===== src/design/ccp_pwm_pkg.sv =====
package ccp_pwm_pkg;

  // ==========================================================
  // Register offsets on the plain register port
  localparam int unsigned ADDR_W = 4;
  localparam logic [ADDR_W-1:0] OFS_PERIOD_TIMER_COUNT     = 4'h0;
  localparam logic [ADDR_W-1:0] OFS_PERIOD_LIMIT           = 4'h1;
  localparam logic [ADDR_W-1:0] OFS_PERIOD_TIMER_CONTROL   = 4'h2;
  localparam logic [ADDR_W-1:0] OFS_UNIT_A_DUTY_LOW_BYTE   = 4'h3;
  localparam logic [ADDR_W-1:0] OFS_UNIT_A_DUTY_BUFFER_HIGH = 4'h4;
  localparam logic [ADDR_W-1:0] OFS_UNIT_A_CONTROL         = 4'h5;
  localparam logic [ADDR_W-1:0] OFS_UNIT_B_DUTY_LOW_BYTE   = 4'h6;
  localparam logic [ADDR_W-1:0] OFS_UNIT_B_DUTY_BUFFER_HIGH = 4'h7;
  localparam logic [ADDR_W-1:0] OFS_UNIT_B_CONTROL         = 4'h8;
  localparam logic [ADDR_W-1:0] OFS_SHUTDOWN_CONTROL       = 4'h9;
  localparam logic [ADDR_W-1:0] OFS_DEADBAND_DELAY_CONTROL = 4'ha;
  localparam logic [ADDR_W-1:0] OFS_EVENT_FLAGS            = 4'hb;

  // ==========================================================
  // Field positions, masks and reset values
  localparam int unsigned CTL_CFG_MSB  = 7;
  localparam int unsigned CTL_CFG_LSB  = 6;
  localparam int unsigned CTL_FRAC_MSB = 5;
  localparam int unsigned CTL_FRAC_LSB = 4;
  localparam int unsigned CTL_MODE_MSB = 3;
  localparam int unsigned CTL_MODE_LSB = 0;
  localparam int unsigned T2_ON_BIT    = 2;
  localparam int unsigned T2_PS_MSB    = 1;
  localparam int unsigned T2_PS_LSB    = 0;
  localparam int unsigned SHUT_ACTIVE_BIT = 7;
  localparam logic [7:0] T2_CTL_MASK     = 8'h7f;
  localparam logic [7:0] UNIT_B_CTL_MASK = 8'h3f;
  localparam logic [3:0] PINS_RELEASED   = 4'hf;
  localparam logic [7:0] REG_RESET       = 8'h00;

  // ==========================================================
  // Timing: timer advances every four oscillator periods times the prescale (1, 4 or 16)
  localparam int unsigned CLK_PERIOD_NS = 20;
  localparam int unsigned TOSC_NS       = 20;
  localparam int unsigned CLK_PER_TOSC  = TOSC_NS / CLK_PERIOD_NS;
  localparam int unsigned TOSC_PER_INC  = 4;
  localparam logic [5:0] PRE_LAST_DIV1  = 6'(TOSC_PER_INC * CLK_PER_TOSC - 1);
  localparam logic [5:0] PRE_LAST_DIV4  =
    6'(TOSC_PER_INC * 4 * CLK_PER_TOSC - 1);
  localparam logic [5:0] PRE_LAST_DIV16 =
    6'(TOSC_PER_INC * 16 * CLK_PER_TOSC - 1);
  localparam logic [1:0] PS_DIV1 = 2'b00;
  localparam logic [1:0] PS_DIV4 = 2'b01;
  localparam logic [3:0] CAP_LAST_4  = 4'h3;
  localparam logic [3:0] CAP_LAST_16 = 4'hf;

  // ==========================================================
  // Modes and output configurations
  typedef enum logic [3:0] {
    MODE_OFF        = 4'h0,
    MODE_RESERVED   = 4'h1,
    MODE_CMP_TOGGLE = 4'h2,
    MODE_CAP_ANY    = 4'h3,
    MODE_CAP_FALL   = 4'h4,
    MODE_CAP_RISE   = 4'h5,
    MODE_CAP_RISE4  = 4'h6,
    MODE_CAP_RISE16 = 4'h7,
    MODE_CMP_SET    = 4'h8,
    MODE_CMP_CLR    = 4'h9,
    MODE_CMP_SOFT   = 4'ha,
    MODE_CMP_TRIG   = 4'hb,
    MODE_PWM_HH     = 4'hc,
    MODE_PWM_HL     = 4'hd,
    MODE_PWM_LH     = 4'he,
    MODE_PWM_LL     = 4'hf
  } mode_e;

  typedef enum logic [1:0] {
    CFG_SINGLE   = 2'b00,
    CFG_FULL_FWD = 2'b01,
    CFG_HALF     = 2'b10,
    CFG_FULL_REV = 2'b11
  } out_cfg_e;

  // ==========================================================
  // Carriers and state
  typedef struct packed {
    logic [ADDR_W-1:0] addr;
    logic [7:0]        wdata;
    logic              wr;
    logic              rd;
  } reg_req_s;

  // Index 0..3 is output a..d
  typedef struct packed {
    logic [3:0] drive;
    logic [3:0] oe_n;
  } pwm_pins_s;

  typedef struct packed {
    logic [7:0] ctl;
    logic [7:0] low;
    logic [7:0] high;
    logic [1:0] frac_latch;
    logic       lvl;
    logic       cmp_out;
    logic [3:0] cap_cnt;
    logic       match_d;
    logic [1:0] pin_sync;
    logic       pin_prev;
    logic       flag;
  } unit_s;

  typedef struct packed {
    unit_s [1:0] unit;
    logic [7:0]  tmr;
    logic [7:0]  pr;
    logic [7:0]  t2ctl;
    logic [7:0]  shut;
    logic [7:0]  dead;
    logic [5:0]  pre;
    logic [7:0]  rdata;
    pwm_pins_s   pins;
    logic        b_pin;
    logic        b_pin_oe_n;
    logic        rst_first;
    logic        rst_second;
  } state_s;

endpackage : ccp_pwm_pkg


===== src/design/enhanced_capture_compare_pwm.sv =====
`timescale 1ns/100ps
// Function
// - Duty is byte plus two fraction bits
// - High time is duty times Tosc times prescale
// - Duty writes apply at period boundary only
// - Buffer high is read-only in PWM
// - Clear output when buffer equals extended count
// - Duty beyond period keeps output high
// - Resolution bounded by oscillator to PWM ratio
// - Shutdown exists on unit a only
// - Period timer for PWM, wide timers otherwise
// - Configuration ignored outside PWM modes
// - Config 00 single, 10 complementary half bridge
// - Config 01 forward, 11 reverse full bridge
// - Mode 0000 off and reset; 0001 reserved
// - Compare toggle, set, clear; flag on match
// - Soft-event flag only; trigger resets timer
// - Capture on selected edge or edge count
// - Low mode bits choose output polarity on unit a only
// - Outputs routed to pins per mode
// - Unit b configuration bits read zero
// - Period is limit plus one, times four Tosc, times prescale
// - Boundary clears timer, sets output unless duty is zero, loads duty
module enhanced_capture_compare_pwm (
  // Clock and reset
  input  wire logic                  clk,
  input  wire logic                  clk_en,
  input  wire logic                  sys_rst,
  // Register port
  input  wire ccp_pwm_pkg::reg_req_s reg_req,
  output logic [7:0]                 rdata,
  // Capture pins and wide timers
  input  wire logic                  unit_a_pin_in,
  input  wire logic                  unit_b_pin_in,
  input  wire logic [15:0]           first_wide_timer,
  input  wire logic [15:0]           second_wide_timer,
  input  wire logic [1:0]            wide_timer_select,
  // Pin drivers
  output ccp_pwm_pkg::pwm_pins_s     pwm_pins,
  output logic                       unit_b_pin,
  output logic                       unit_b_pin_oe_n,
  // Events
  output logic [1:0]                 event_flags,
  output logic                       timer_reset_first,
  output logic                       timer_reset_second
);
  import ccp_pwm_pkg::*;

  // ==========================================================
  // Decoders
  function automatic logic is_pwm(input logic [3:0] m);
    return m[3:2] == 2'b11;
  endfunction : is_pwm

  function automatic logic is_capture(input logic [3:0] m);
    return (m >= MODE_CAP_ANY) && (m <= MODE_CAP_RISE16);
  endfunction : is_capture

  function automatic logic is_compare(input logic [3:0] m);
    return (m == MODE_CMP_TOGGLE) || (m[3:2] == 2'b10);
  endfunction : is_compare

  function automatic logic drives_pin(input logic [3:0] m);
    return (m == MODE_CMP_TOGGLE) || (m == MODE_CMP_SET) ||
           (m == MODE_CMP_CLR);
  endfunction : drives_pin

  // ==========================================================
  // State
  state_s      state;
  state_s      next_state;
  logic        tmr_on;
  logic [5:0]  pre_last;
  logic [1:0]  low2;
  logic        tick;
  logic        boundary;
  logic [1:0]  pin_in;
  logic [15:0] cmp_timer [2];
  logic [3:0]  mode [2];
  logic [1:0]  rise;
  logic [1:0]  fall;
  logic [1:0]  hit;
  logic [1:0]  cap_ev;
  logic [1:0]  flag_set;
  logic [1:0]  flag_clr;
  logic [1:0]  ctl_wr;
  logic [7:0]  ctl_val [2];
  logic [1:0]  trig;
  logic [3:0]  raw;
  logic [3:0]  en;
  logic [3:0]  inv;
  logic [3:0]  nm;

  assign pin_in = {unit_b_pin_in, unit_a_pin_in};

  always_comb begin
    next_state = state;
    // ==========================================================
    // Period timer and prescaler
    tmr_on = state.t2ctl[T2_ON_BIT];
    if (state.t2ctl[T2_PS_MSB:T2_PS_LSB] == PS_DIV1) begin
      pre_last = PRE_LAST_DIV1;
    end else if (state.t2ctl[T2_PS_MSB:T2_PS_LSB] == PS_DIV4) begin
      pre_last = PRE_LAST_DIV4;
    end else begin
      pre_last = PRE_LAST_DIV16;
    end
    tick     = tmr_on && (state.pre == pre_last);
    boundary = tick && (state.tmr == state.pr);
    if (tmr_on) begin
      next_state.pre = tick ? 6'h00 : state.pre + 6'h01;
      if (tick) begin
        // Timer wraps after limit, so period is limit plus one
        next_state.tmr = boundary ? 8'h00 : state.tmr + 8'h01;
      end
    end
    // Match on the coming count, so the pin is high for duty counts only
    if (state.t2ctl[T2_PS_MSB:T2_PS_LSB] == PS_DIV1) begin
      low2 = next_state.pre[1:0];
    end else if (state.t2ctl[T2_PS_MSB:T2_PS_LSB] == PS_DIV4) begin
      low2 = next_state.pre[3:2];
    end else begin
      low2 = next_state.pre[5:4];
    end

    // ==========================================================
    // Per-unit capture, compare and PWM engines
    for (int i = 0; i < 2; i++) begin
      mode[i] = state.unit[i].ctl[CTL_MODE_MSB:CTL_MODE_LSB];
      // Capture and compare time base is a wide timer
      cmp_timer[i] = wide_timer_select[i] ? second_wide_timer
                                          : first_wide_timer;
      next_state.unit[i].pin_sync = {state.unit[i].pin_sync[0], pin_in[i]};
      next_state.unit[i].pin_prev = state.unit[i].pin_sync[1];
      rise[i] = state.unit[i].pin_sync[1] & ~state.unit[i].pin_prev;
      fall[i] = ~state.unit[i].pin_sync[1] & state.unit[i].pin_prev;
      next_state.unit[i].match_d =
        cmp_timer[i] == {state.unit[i].high, state.unit[i].low};
      // Match is acted on once, though the timer may dwell on it
      hit[i] = next_state.unit[i].match_d && !state.unit[i].match_d;
      cap_ev[i]   = 1'b0;
      flag_set[i] = 1'b0;
      trig[i]     = 1'b0;
      if (mode[i] == MODE_OFF || mode[i] == MODE_RESERVED) begin
        next_state.unit[i].lvl     = 1'b0;
        next_state.unit[i].cmp_out = 1'b0;
        next_state.unit[i].cap_cnt = 4'h0;
      end else if (is_capture(mode[i])) begin
        case (mode[i])
          MODE_CAP_ANY:   cap_ev[i] = rise[i] | fall[i];
          MODE_CAP_FALL:  cap_ev[i] = fall[i];
          MODE_CAP_RISE:  cap_ev[i] = rise[i];
          MODE_CAP_RISE4: begin
            cap_ev[i] = rise[i] && (state.unit[i].cap_cnt == CAP_LAST_4);
          end
          default: begin
            cap_ev[i] = rise[i] && (state.unit[i].cap_cnt == CAP_LAST_16);
          end
        endcase
        if (rise[i] && mode[i] >= MODE_CAP_RISE4) begin
          next_state.unit[i].cap_cnt =
            cap_ev[i] ? 4'h0 : state.unit[i].cap_cnt + 4'h1;
        end
        if (cap_ev[i]) begin
          // A later capture overwrites an unread one
          next_state.unit[i].high = cmp_timer[i][15:8];
          next_state.unit[i].low  = cmp_timer[i][7:0];
          flag_set[i] = 1'b1;
        end
      end else if (is_compare(mode[i])) begin
        if (hit[i]) begin
          flag_set[i] = 1'b1;
          case (mode[i])
            MODE_CMP_TOGGLE: begin
              next_state.unit[i].cmp_out = ~state.unit[i].cmp_out;
            end
            MODE_CMP_SET:  next_state.unit[i].cmp_out = 1'b1;
            MODE_CMP_CLR:  next_state.unit[i].cmp_out = 1'b0;
            MODE_CMP_TRIG: trig[i] = 1'b1;
            default:       trig[i] = 1'b0;
          endcase
        end
      end else if (boundary) begin
        // New duty only takes effect here, so no glitch mid-period
        next_state.unit[i].high       = state.unit[i].low;
        next_state.unit[i].frac_latch =
          state.unit[i].ctl[CTL_FRAC_MSB:CTL_FRAC_LSB];
        next_state.unit[i].lvl = {state.unit[i].low,
          state.unit[i].ctl[CTL_FRAC_MSB:CTL_FRAC_LSB]} != 10'h000;
      end else if ({next_state.tmr, low2} ==
                   {state.unit[i].high, state.unit[i].frac_latch}) begin
        // Duty past the period never matches and stays high
        next_state.unit[i].lvl = 1'b0;
      end
    end

    // ==========================================================
    // Register writes
    flag_clr   = 2'b00;
    ctl_wr     = 2'b00;
    ctl_val[0] = reg_req.wdata;
    ctl_val[1] = reg_req.wdata & UNIT_B_CTL_MASK;
    if (reg_req.wr) begin
      if (reg_req.addr == OFS_PERIOD_TIMER_COUNT) begin
        next_state.tmr = reg_req.wdata;
      end else if (reg_req.addr == OFS_PERIOD_LIMIT) begin
        next_state.pr = reg_req.wdata;
      end else if (reg_req.addr == OFS_PERIOD_TIMER_CONTROL) begin
        next_state.t2ctl = reg_req.wdata & T2_CTL_MASK;
      end else if (reg_req.addr == OFS_UNIT_A_DUTY_LOW_BYTE) begin
        next_state.unit[0].low = reg_req.wdata;
      end else if (reg_req.addr == OFS_UNIT_A_DUTY_BUFFER_HIGH) begin
        if (!is_pwm(mode[0])) begin
          next_state.unit[0].high = reg_req.wdata;
        end
      end else if (reg_req.addr == OFS_UNIT_A_CONTROL) begin
        ctl_wr[0] = 1'b1;
      end else if (reg_req.addr == OFS_UNIT_B_DUTY_LOW_BYTE) begin
        next_state.unit[1].low = reg_req.wdata;
      end else if (reg_req.addr == OFS_UNIT_B_DUTY_BUFFER_HIGH) begin
        if (!is_pwm(mode[1])) begin
          next_state.unit[1].high = reg_req.wdata;
        end
      end else if (reg_req.addr == OFS_UNIT_B_CONTROL) begin
        ctl_wr[1] = 1'b1;
      end else if (reg_req.addr == OFS_SHUTDOWN_CONTROL) begin
        next_state.shut = reg_req.wdata;
      end else if (reg_req.addr == OFS_DEADBAND_DELAY_CONTROL) begin
        next_state.dead = reg_req.wdata;
      end else if (reg_req.addr == OFS_EVENT_FLAGS) begin
        flag_clr = reg_req.wdata[1:0];
      end
    end
    for (int i = 0; i < 2; i++) begin
      nm[i*2 +: 2] = 2'b00;
      if (ctl_wr[i]) begin
        next_state.unit[i].ctl = ctl_val[i];
        if (ctl_val[i][CTL_MODE_MSB:CTL_MODE_LSB] != mode[i]) begin
          next_state.unit[i].cap_cnt = 4'h0;
        end
        if (ctl_val[i][CTL_MODE_MSB:CTL_MODE_LSB] == MODE_CMP_SET) begin
          next_state.unit[i].cmp_out = 1'b0;
        end else if (ctl_val[i][CTL_MODE_MSB:CTL_MODE_LSB] ==
                     MODE_CMP_CLR) begin
          next_state.unit[i].cmp_out = 1'b1;
        end
      end
      // Hardware set beats a same-cycle software clear
      next_state.unit[i].flag =
        flag_set[i] | (state.unit[i].flag & ~flag_clr[i]);
    end

    // ==========================================================
    // Register reads, data valid only in the following cycle
    next_state.rdata = REG_RESET;
    if (reg_req.rd) begin
      if (reg_req.addr == OFS_PERIOD_TIMER_COUNT) begin
        next_state.rdata = state.tmr;
      end else if (reg_req.addr == OFS_PERIOD_LIMIT) begin
        next_state.rdata = state.pr;
      end else if (reg_req.addr == OFS_PERIOD_TIMER_CONTROL) begin
        next_state.rdata = state.t2ctl;
      end else if (reg_req.addr == OFS_UNIT_A_DUTY_LOW_BYTE) begin
        next_state.rdata = state.unit[0].low;
      end else if (reg_req.addr == OFS_UNIT_A_DUTY_BUFFER_HIGH) begin
        next_state.rdata = state.unit[0].high;
      end else if (reg_req.addr == OFS_UNIT_A_CONTROL) begin
        next_state.rdata = state.unit[0].ctl;
      end else if (reg_req.addr == OFS_UNIT_B_DUTY_LOW_BYTE) begin
        next_state.rdata = state.unit[1].low;
      end else if (reg_req.addr == OFS_UNIT_B_DUTY_BUFFER_HIGH) begin
        next_state.rdata = state.unit[1].high;
      end else if (reg_req.addr == OFS_UNIT_B_CONTROL) begin
        next_state.rdata = state.unit[1].ctl;
      end else if (reg_req.addr == OFS_SHUTDOWN_CONTROL) begin
        next_state.rdata = state.shut;
      end else if (reg_req.addr == OFS_DEADBAND_DELAY_CONTROL) begin
        next_state.rdata = state.dead;
      end else if (reg_req.addr == OFS_EVENT_FLAGS) begin
        next_state.rdata = {6'h00, state.unit[1].flag, state.unit[0].flag};
      end
    end

    // ==========================================================
    // Pin steering, from the values being registered
    nm[1:0] = next_state.unit[0].ctl[CTL_MODE_MSB -: 2];
    nm[3:2] = next_state.unit[1].ctl[CTL_MODE_MSB -: 2];
    raw = 4'h0;
    en  = 4'h0;
    inv = 4'h0;
    if (nm[1:0] == 2'b11) begin
      case (next_state.unit[0].ctl[CTL_CFG_MSB:CTL_CFG_LSB])
        CFG_SINGLE: begin
          raw = {3'b000, next_state.unit[0].lvl};
          en  = 4'b0001;
        end
        CFG_HALF: begin
          raw = {2'b00, ~next_state.unit[0].lvl,
                 next_state.unit[0].lvl};
          en  = 4'b0011;
        end
        CFG_FULL_FWD: begin
          raw = {next_state.unit[0].lvl, 3'b001};
          en  = 4'b1111;
        end
        default: begin
          raw = {2'b01, next_state.unit[0].lvl, 1'b0};
          en  = 4'b1111;
        end
      endcase
      // Shutdown forces all unit a outputs to their inactive level
      if (next_state.shut[SHUT_ACTIVE_BIT]) begin
        raw = 4'h0;
      end
      inv = {next_state.unit[0].ctl[0], next_state.unit[0].ctl[1],
             next_state.unit[0].ctl[0], next_state.unit[0].ctl[1]};
    end else if (drives_pin(next_state.unit[0].ctl[3:0])) begin
      raw = {3'b000, next_state.unit[0].cmp_out};
      en  = 4'b0001;
    end
    next_state.pins.drive = (raw ^ inv) & en;
    next_state.pins.oe_n  = ~en;
    if (nm[3:2] == 2'b11) begin
      next_state.b_pin      = next_state.unit[1].lvl;
      next_state.b_pin_oe_n = 1'b0;
    end else begin
      next_state.b_pin      = next_state.unit[1].cmp_out;
      next_state.b_pin_oe_n = ~drives_pin(next_state.unit[1].ctl[3:0]);
    end
    next_state.rst_first  = (trig[0] && !wide_timer_select[0]) ||
                            (trig[1] && !wide_timer_select[1]);
    next_state.rst_second = (trig[0] && wide_timer_select[0]) ||
                            (trig[1] && wide_timer_select[1]);
  end

  always_ff @(posedge clk) begin
    if (sys_rst) begin
      state            <= '0;
      state.pins.oe_n  <= PINS_RELEASED;
      state.b_pin_oe_n <= 1'b1;
    end else if (clk_en) begin
      state <= next_state;
    end
  end

  assign rdata              = state.rdata;
  assign pwm_pins           = state.pins;
  assign unit_b_pin         = state.b_pin;
  assign unit_b_pin_oe_n    = state.b_pin_oe_n;
  assign event_flags        = {state.unit[1].flag, state.unit[0].flag};
  assign timer_reset_first  = state.rst_first;
  assign timer_reset_second = state.rst_second;

  // ==========================================================
  // Checks
  AST_TMR_WRAP: assert property (@(posedge clk) disable iff (sys_rst)
    clk_en && boundary &&
    !(reg_req.wr && reg_req.addr == OFS_PERIOD_TIMER_COUNT)
    |=> state.tmr == 8'h00)
    else $error("period timer did not clear at boundary");
  AST_DUTY_LOAD: assert property (@(posedge clk) disable iff (sys_rst)
    clk_en && boundary && is_pwm(mode[0])
    |=> {state.unit[0].high, state.unit[0].frac_latch} ==
        $past({state.unit[0].low, state.unit[0].ctl[5:4]}))
    else $error("duty buffer not loaded at boundary");
  AST_DUTY_RO: assert property (@(posedge clk) disable iff (sys_rst)
    clk_en && !boundary && is_pwm(mode[0]) && reg_req.wr &&
    reg_req.addr == OFS_UNIT_A_DUTY_BUFFER_HIGH
    |=> $stable(state.unit[0].high))
    else $error("duty buffer high written in PWM mode");
  AST_SET_AT_BOUNDARY: assert property (@(posedge clk)
    disable iff (sys_rst)
    clk_en && boundary && is_pwm(mode[0]) &&
    {state.unit[0].low, state.unit[0].ctl[5:4]} != 10'h000
    |=> state.unit[0].lvl)
    else $error("output not set at period start");
  AST_CLEAR_ON_MATCH: assert property (@(posedge clk)
    disable iff (sys_rst)
    clk_en && !boundary && is_pwm(mode[0]) &&
    !(reg_req.wr && reg_req.addr == OFS_PERIOD_TIMER_COUNT) &&
    {next_state.tmr, low2} == {state.unit[0].high, state.unit[0].frac_latch}
    |=> !state.unit[0].lvl)
    else $error("output not cleared on duty match");
  AST_OFF_RELEASED: assert property (@(posedge clk)
    disable iff (sys_rst)
    state.unit[0].ctl[3:0] == MODE_OFF |-> pwm_pins.oe_n == 4'hf)
    else $error("pins driven while unit is off");
  AST_B_CFG_ZERO: assert property (@(posedge clk)
    disable iff (sys_rst) state.unit[1].ctl[7:6] == 2'b00)
    else $error("unit b configuration bits not zero");
  AST_FLAG_SET_WINS: assert property (@(posedge clk)
    disable iff (sys_rst)
    clk_en && flag_set[0] |=> event_flags[0])
    else $error("event flag lost");
  AST_FULL_FWD: assert property (@(posedge clk)
    disable iff (sys_rst)
    state.unit[0].ctl == {CFG_FULL_FWD, 2'b00, MODE_PWM_HH} &&
    !state.shut[SHUT_ACTIVE_BIT]
    |-> pwm_pins.drive[0] && !pwm_pins.drive[1] && !pwm_pins.drive[2] &&
        pwm_pins.drive[3] == state.unit[0].lvl)
    else $error("forward bridge outputs wrong");
  AST_CAPTURE: assert property (@(posedge clk)
    disable iff (sys_rst)
    clk_en && cap_ev[0] && !reg_req.wr
    |=> {state.unit[0].high, state.unit[0].low} == $past(cmp_timer[0]))
    else $error("capture did not store timer value");

endmodule : enhanced_capture_compare_pwm


===== config.mk =====
export PLATFORM = sky130hd
export DESIGN_NAME = enhanced_capture_compare_pwm
export DESIGN_NICKNAME = d
export VERILOG_FILES = /design/src/design/ccp_pwm_pkg.sv /design/src/design/enhanced_capture_compare_pwm.sv
export SDC_FILE = /design/constraint.sdc
export NUM_CORES = 1
export LEC_CHECK = 0
export ABC_AREA = 1
export BUFFER_PORTS_ARGS = -buffer_cell sky130_fd_sc_hd__buf_4
export CAP_MARGIN = 10
export CORE_MARGIN = 4
export CORE_UTILIZATION = 43
export CTS_CLUSTER_SIZE = 8
export DETAILED_ROUTE_END_ITERATION = 16
export PLACE_DENSITY = 0.7
export SLEW_MARGIN = 20
export SYNTH_ARGS = -nofsm -noshare
export SYNTH_HDL_FRONTEND = slang
export SYNTH_SLANG_ARGS = --single-unit

===== constraint.sdc =====
create_clock -name clk -period 6 [get_ports clk]
set_clock_uncertainty 0.05 [all_clocks]
set_input_delay 0 -clock clk [delete_from_list [all_inputs] [get_ports clk]]
set_output_delay 0 -clock clk [all_outputs]
set_load 0.01 [all_outputs]

==> results by group <==
Critical path
  • Critical path startpoint: mode[3]
  • Critical path startpoint category: flip-flop
  • Endpoint class of the critical path: flip-flop
  • Critical path required time: 6.31 ns
  • Worst-path maximum fanout: 16
  • RR Startpoint: mode[3]
  • Kind of critical path: reg -> reg
  • WP data arrival: 3.40 ns

Layout
  • Layout cell share with drive strength beyond 1: 0.0854
  • Total Nets Final: 1523
  • Diodes inserted: 0
  • Final core occ: 0.497
  • Syn-to-layout area delta: 13.2%

Logic synthesis
  • Synth area leaders: dfxtp_1 (29%), nand2_1 (13%), a21oi_1 (8.3%), o21ai_0 (7.7%), inv_1 (6.9%)
  • Sequential cell area fraction in the yosys report: 0.294
  • Largest area contributor in the netlist: dfxtp_1
  • Post-synth top area share: 0.294
  • Synth Area in Compound Gates: 0.280
  • Synth Warn #: 0
  • Cell variety after synth: 46
  • Ys flop type: dfxtp_1
  • Post-synthesis register bit count: 136
  • Mapped Nets: 1505
  • Adder-Cell Fraction of Synth Area: 0.0108
  • Syn Area/Cell: 6.41 µm²
  • Post-synthesis share of cell area spent on xor and xnor gates: 0.0520
  • Simple-gate share of the synthesized area: 0.242
  • Async set-or-reset flop fraction in the synthesized netlist: 0
  • Multiplexer share of the synthesized area: 0.00324
  • Cells after synthesis: 1444
  • Largest family of logic cells by synthesized area: compound AO/OA/AOI/OAI gates
  • Post-Syn Area: 9260 µm²
  • Post-synth EDFFs: 0

Routing
  • Post-DR wirelength/cell: 18.4 µm
  • DRC: 0
  • Post-Route WL: 32.2 mm
  • Antenna Nets Post-Route: 0
  • Pre-antenna DRT Iters: 6
  • Drt initial violations: 1222
  • DR vias: 10181
  • Drt via density: 5.82

Outcome
  • Status: finished, final reports clean

Clock tree
  • Clock Pin Slew Worst Setup and Hold Paths: 0.07 ns
  • Post-CTS Hold Fix Bufs: 14
  • CTS tree: built
  • Inserted Clock Buffers: 17
  • Clock Sinks: 136
  • CTS HTree Levels: 4
  • Root Driver: clkbuf_16
  • Post-CTS resize count: 0
  • Buffer depth of the longest clock path: 2
  • Clock latency on the worst-skew pair: 0.44 ns
  • Post-CTS Setup Repair Bufs: 0

Die
  • Die H: 155 µm
  • Initial core utilization: 0.439
  • DIE AREA: 24000 µm²
  • Die width: 155 µm
  • CORE AREA: 21100 µm²
  • Cell Rows: 53
  • Ports: 75

Timing
  • Min Tclk post-route: 3.09 ns
  • Setup TNS: 0 ns
  • Max Clock Freq: 0.323 GHz
  • Worst-Margin Slew: 0.954 ns
  • RSZ-0062 raised after global routing: no
  • Crit share post-route: 0.516
  • Setup violations, final: 0
  • Slew margin rel.: 0.364
  • Slew Viols, Final: 0
  • Final hold violations: 0

Power and ir drop
  • Pwr dens: 223 nW/µm²
  • Maximum VDD drop: 0.000163 V
  • P_leak: 4.30 nW

Global routing
  • Largest net degree at the start of global routing: 90
  • Grt ovf: 0
  • GRT Total Usage: 0.264
  • Met2 Use GR: 0.421
  • Vias in the first global route: 9282
  • GR Util met1: 0.344
  • Busiest grt layer: met2
  • Met3 Use GR: 0.0582
  • First-pass GRT wire length: 50.4 mm
  • Initial antenna violation count: 0

Placed design
  • Port Buffer Count: 74
  • DP Wirelength: 23.3 mm
  • GP Congestion: 0.970

Hold path
  • Worst hold path class: in -> reg
  • Hold path start: first_wide_timer[3]

Run
  • Maxcap violations: 0
## final cells by class
class,instances,area [µm²]
clock buffer,18,439
tap,275,344
clock inverter,14,165
fill,2121,10600
multi-input combinational,1044,5450
sequential,136,2720
inverter,173,652
timing repair buffer,90,711
## per-stage QoR
stage	setup WS, ns	instance area (µm²)	total power, mW	hold WS (ns)	instances
final	2.91	10500	2.33	0.0326	1750
after global routing	2.53	10500	2.42	0.0587	1750
after CTS	2.92	10500	2.34	0.00505	1750
after detailed placement	2.99	9740	1.25	0.182	1704
after global placement	3.00	9740	1.25	0.174	1704
after floorplan	3.64	9260	1.14	0.0849	1444
## state kept, by name (all words and copies together), names as in the netlist
register,flops
timer_reset_second,1
next_state,4
timer_reset_first,1
unit_b_pin_oe_n,1
rdata,8
state,103
event_flags,2
mode,8
pwm_pins,7
unit_b_pin,1
## metal layers
| metal | part of all wire | vias to the layer above |
|---|---|---|
| met1 | 0.41 | 4707 |
| met5 | 0 | - |
| met4 | 0.041 | 0 |
| li1 | - | 4926 |
| met2 | 0.46 | 455 |
| met3 | 0.088 | 93 |
## cell usage in the layout, fill, tap and decap left out, types with 3 or more instances in the layout
master           n
nand2_1        325
inv_1          169
a21oi_1        153
o21ai_0        142
dfxtp_1        136
nor2_1          97
buf_4           76
o211ai_1        63
nand3_1         51
xor2_1          38
nand4_1         28
o22ai_1         25
xnor2_1         17
clkbuf_16       17
o2111ai_1       14
dlygate4sd3_1   14
nor4_1           9
o21ai_1          9
a211oi_1         8
o221ai_1         8
ha_1             8
nor3_1           7
a31oi_1          6
a221oi_1         5
inv_6            4
inv_2            3
nor2_2           3
or2_2            3
nor3b_1          3
mux2i_1          3
## where the power goes
part / leakage, nW / internal, mW / switching, mW
combinational: 2.90 / 0.101 / 0.201
clock: 0.292 / 0.634 / 0.453
sequential: 1.10 / 0.923 / 0.0220
total: 4.30 / 1.66 / 0.676
## synthesized netlist by cell type, types with 3 or more instances
cell and number:
a211oi_1 8, a21oi_1 153, a221oi_1 5, a31oi_1 6
buf_2 13, buf_4 18, clkbuf_1 56, dfxtp_1 136
ha_1 8, inv_1 170, mux2i_1 3, nand2_1 325
nand3_1 51, nand4_1 28, nor2_1 97, nor2_2 3
nor3_1 7, nor3b_1 3, nor4_1 9, o2111ai_1 14
o211ai_1 63, o21ai_0 142, o21ai_1 9, o221ai_1 8
o22ai_1 25, or2_2 3, xnor2_1 17, xor2_1 38
## logic make-up (layout without fill, tap and decap cells)
kind of cell,after synthesis,after routing
AOI/OAI and AO/OA,445,445
muxes,3,3
DFF,136,136
and+or+nand+nor,533,533
buffers and inverters,264,295
xor gates and xnor gates,55,55
adders and majority gates,8,8
## path summary, 6_finish.rpt
| check | end | slack (ns) | cells after the start |
|---|---|---|---|
| max reg2reg | state[119] | 2.91 | 15 |
| min | state[127] | 0.03 | 5 |
| max | state[119] | 2.91 | 15 |
| min reg2reg | rdata[7] | 0.42 | 2 |
## critical path, stage by stage, from the launching register on
cell and delay, ns:
dfxtp_1 0.38, inv_1 0.18, nand2_1 0.11, o211ai_1 0.17
o41ai_1 0.09, nand2_1 0.06, o31ai_1 0.06, nand2_1 0.07
nand3_1 0.09, nand2_1 0.30, inv_1 0.32, nor2_1 0.50
o211ai_1 0.19, o2111ai_1 0.14, o211ai_1 0.13, a21oi_1 0.16
Power figures use the tool's default switching activity.
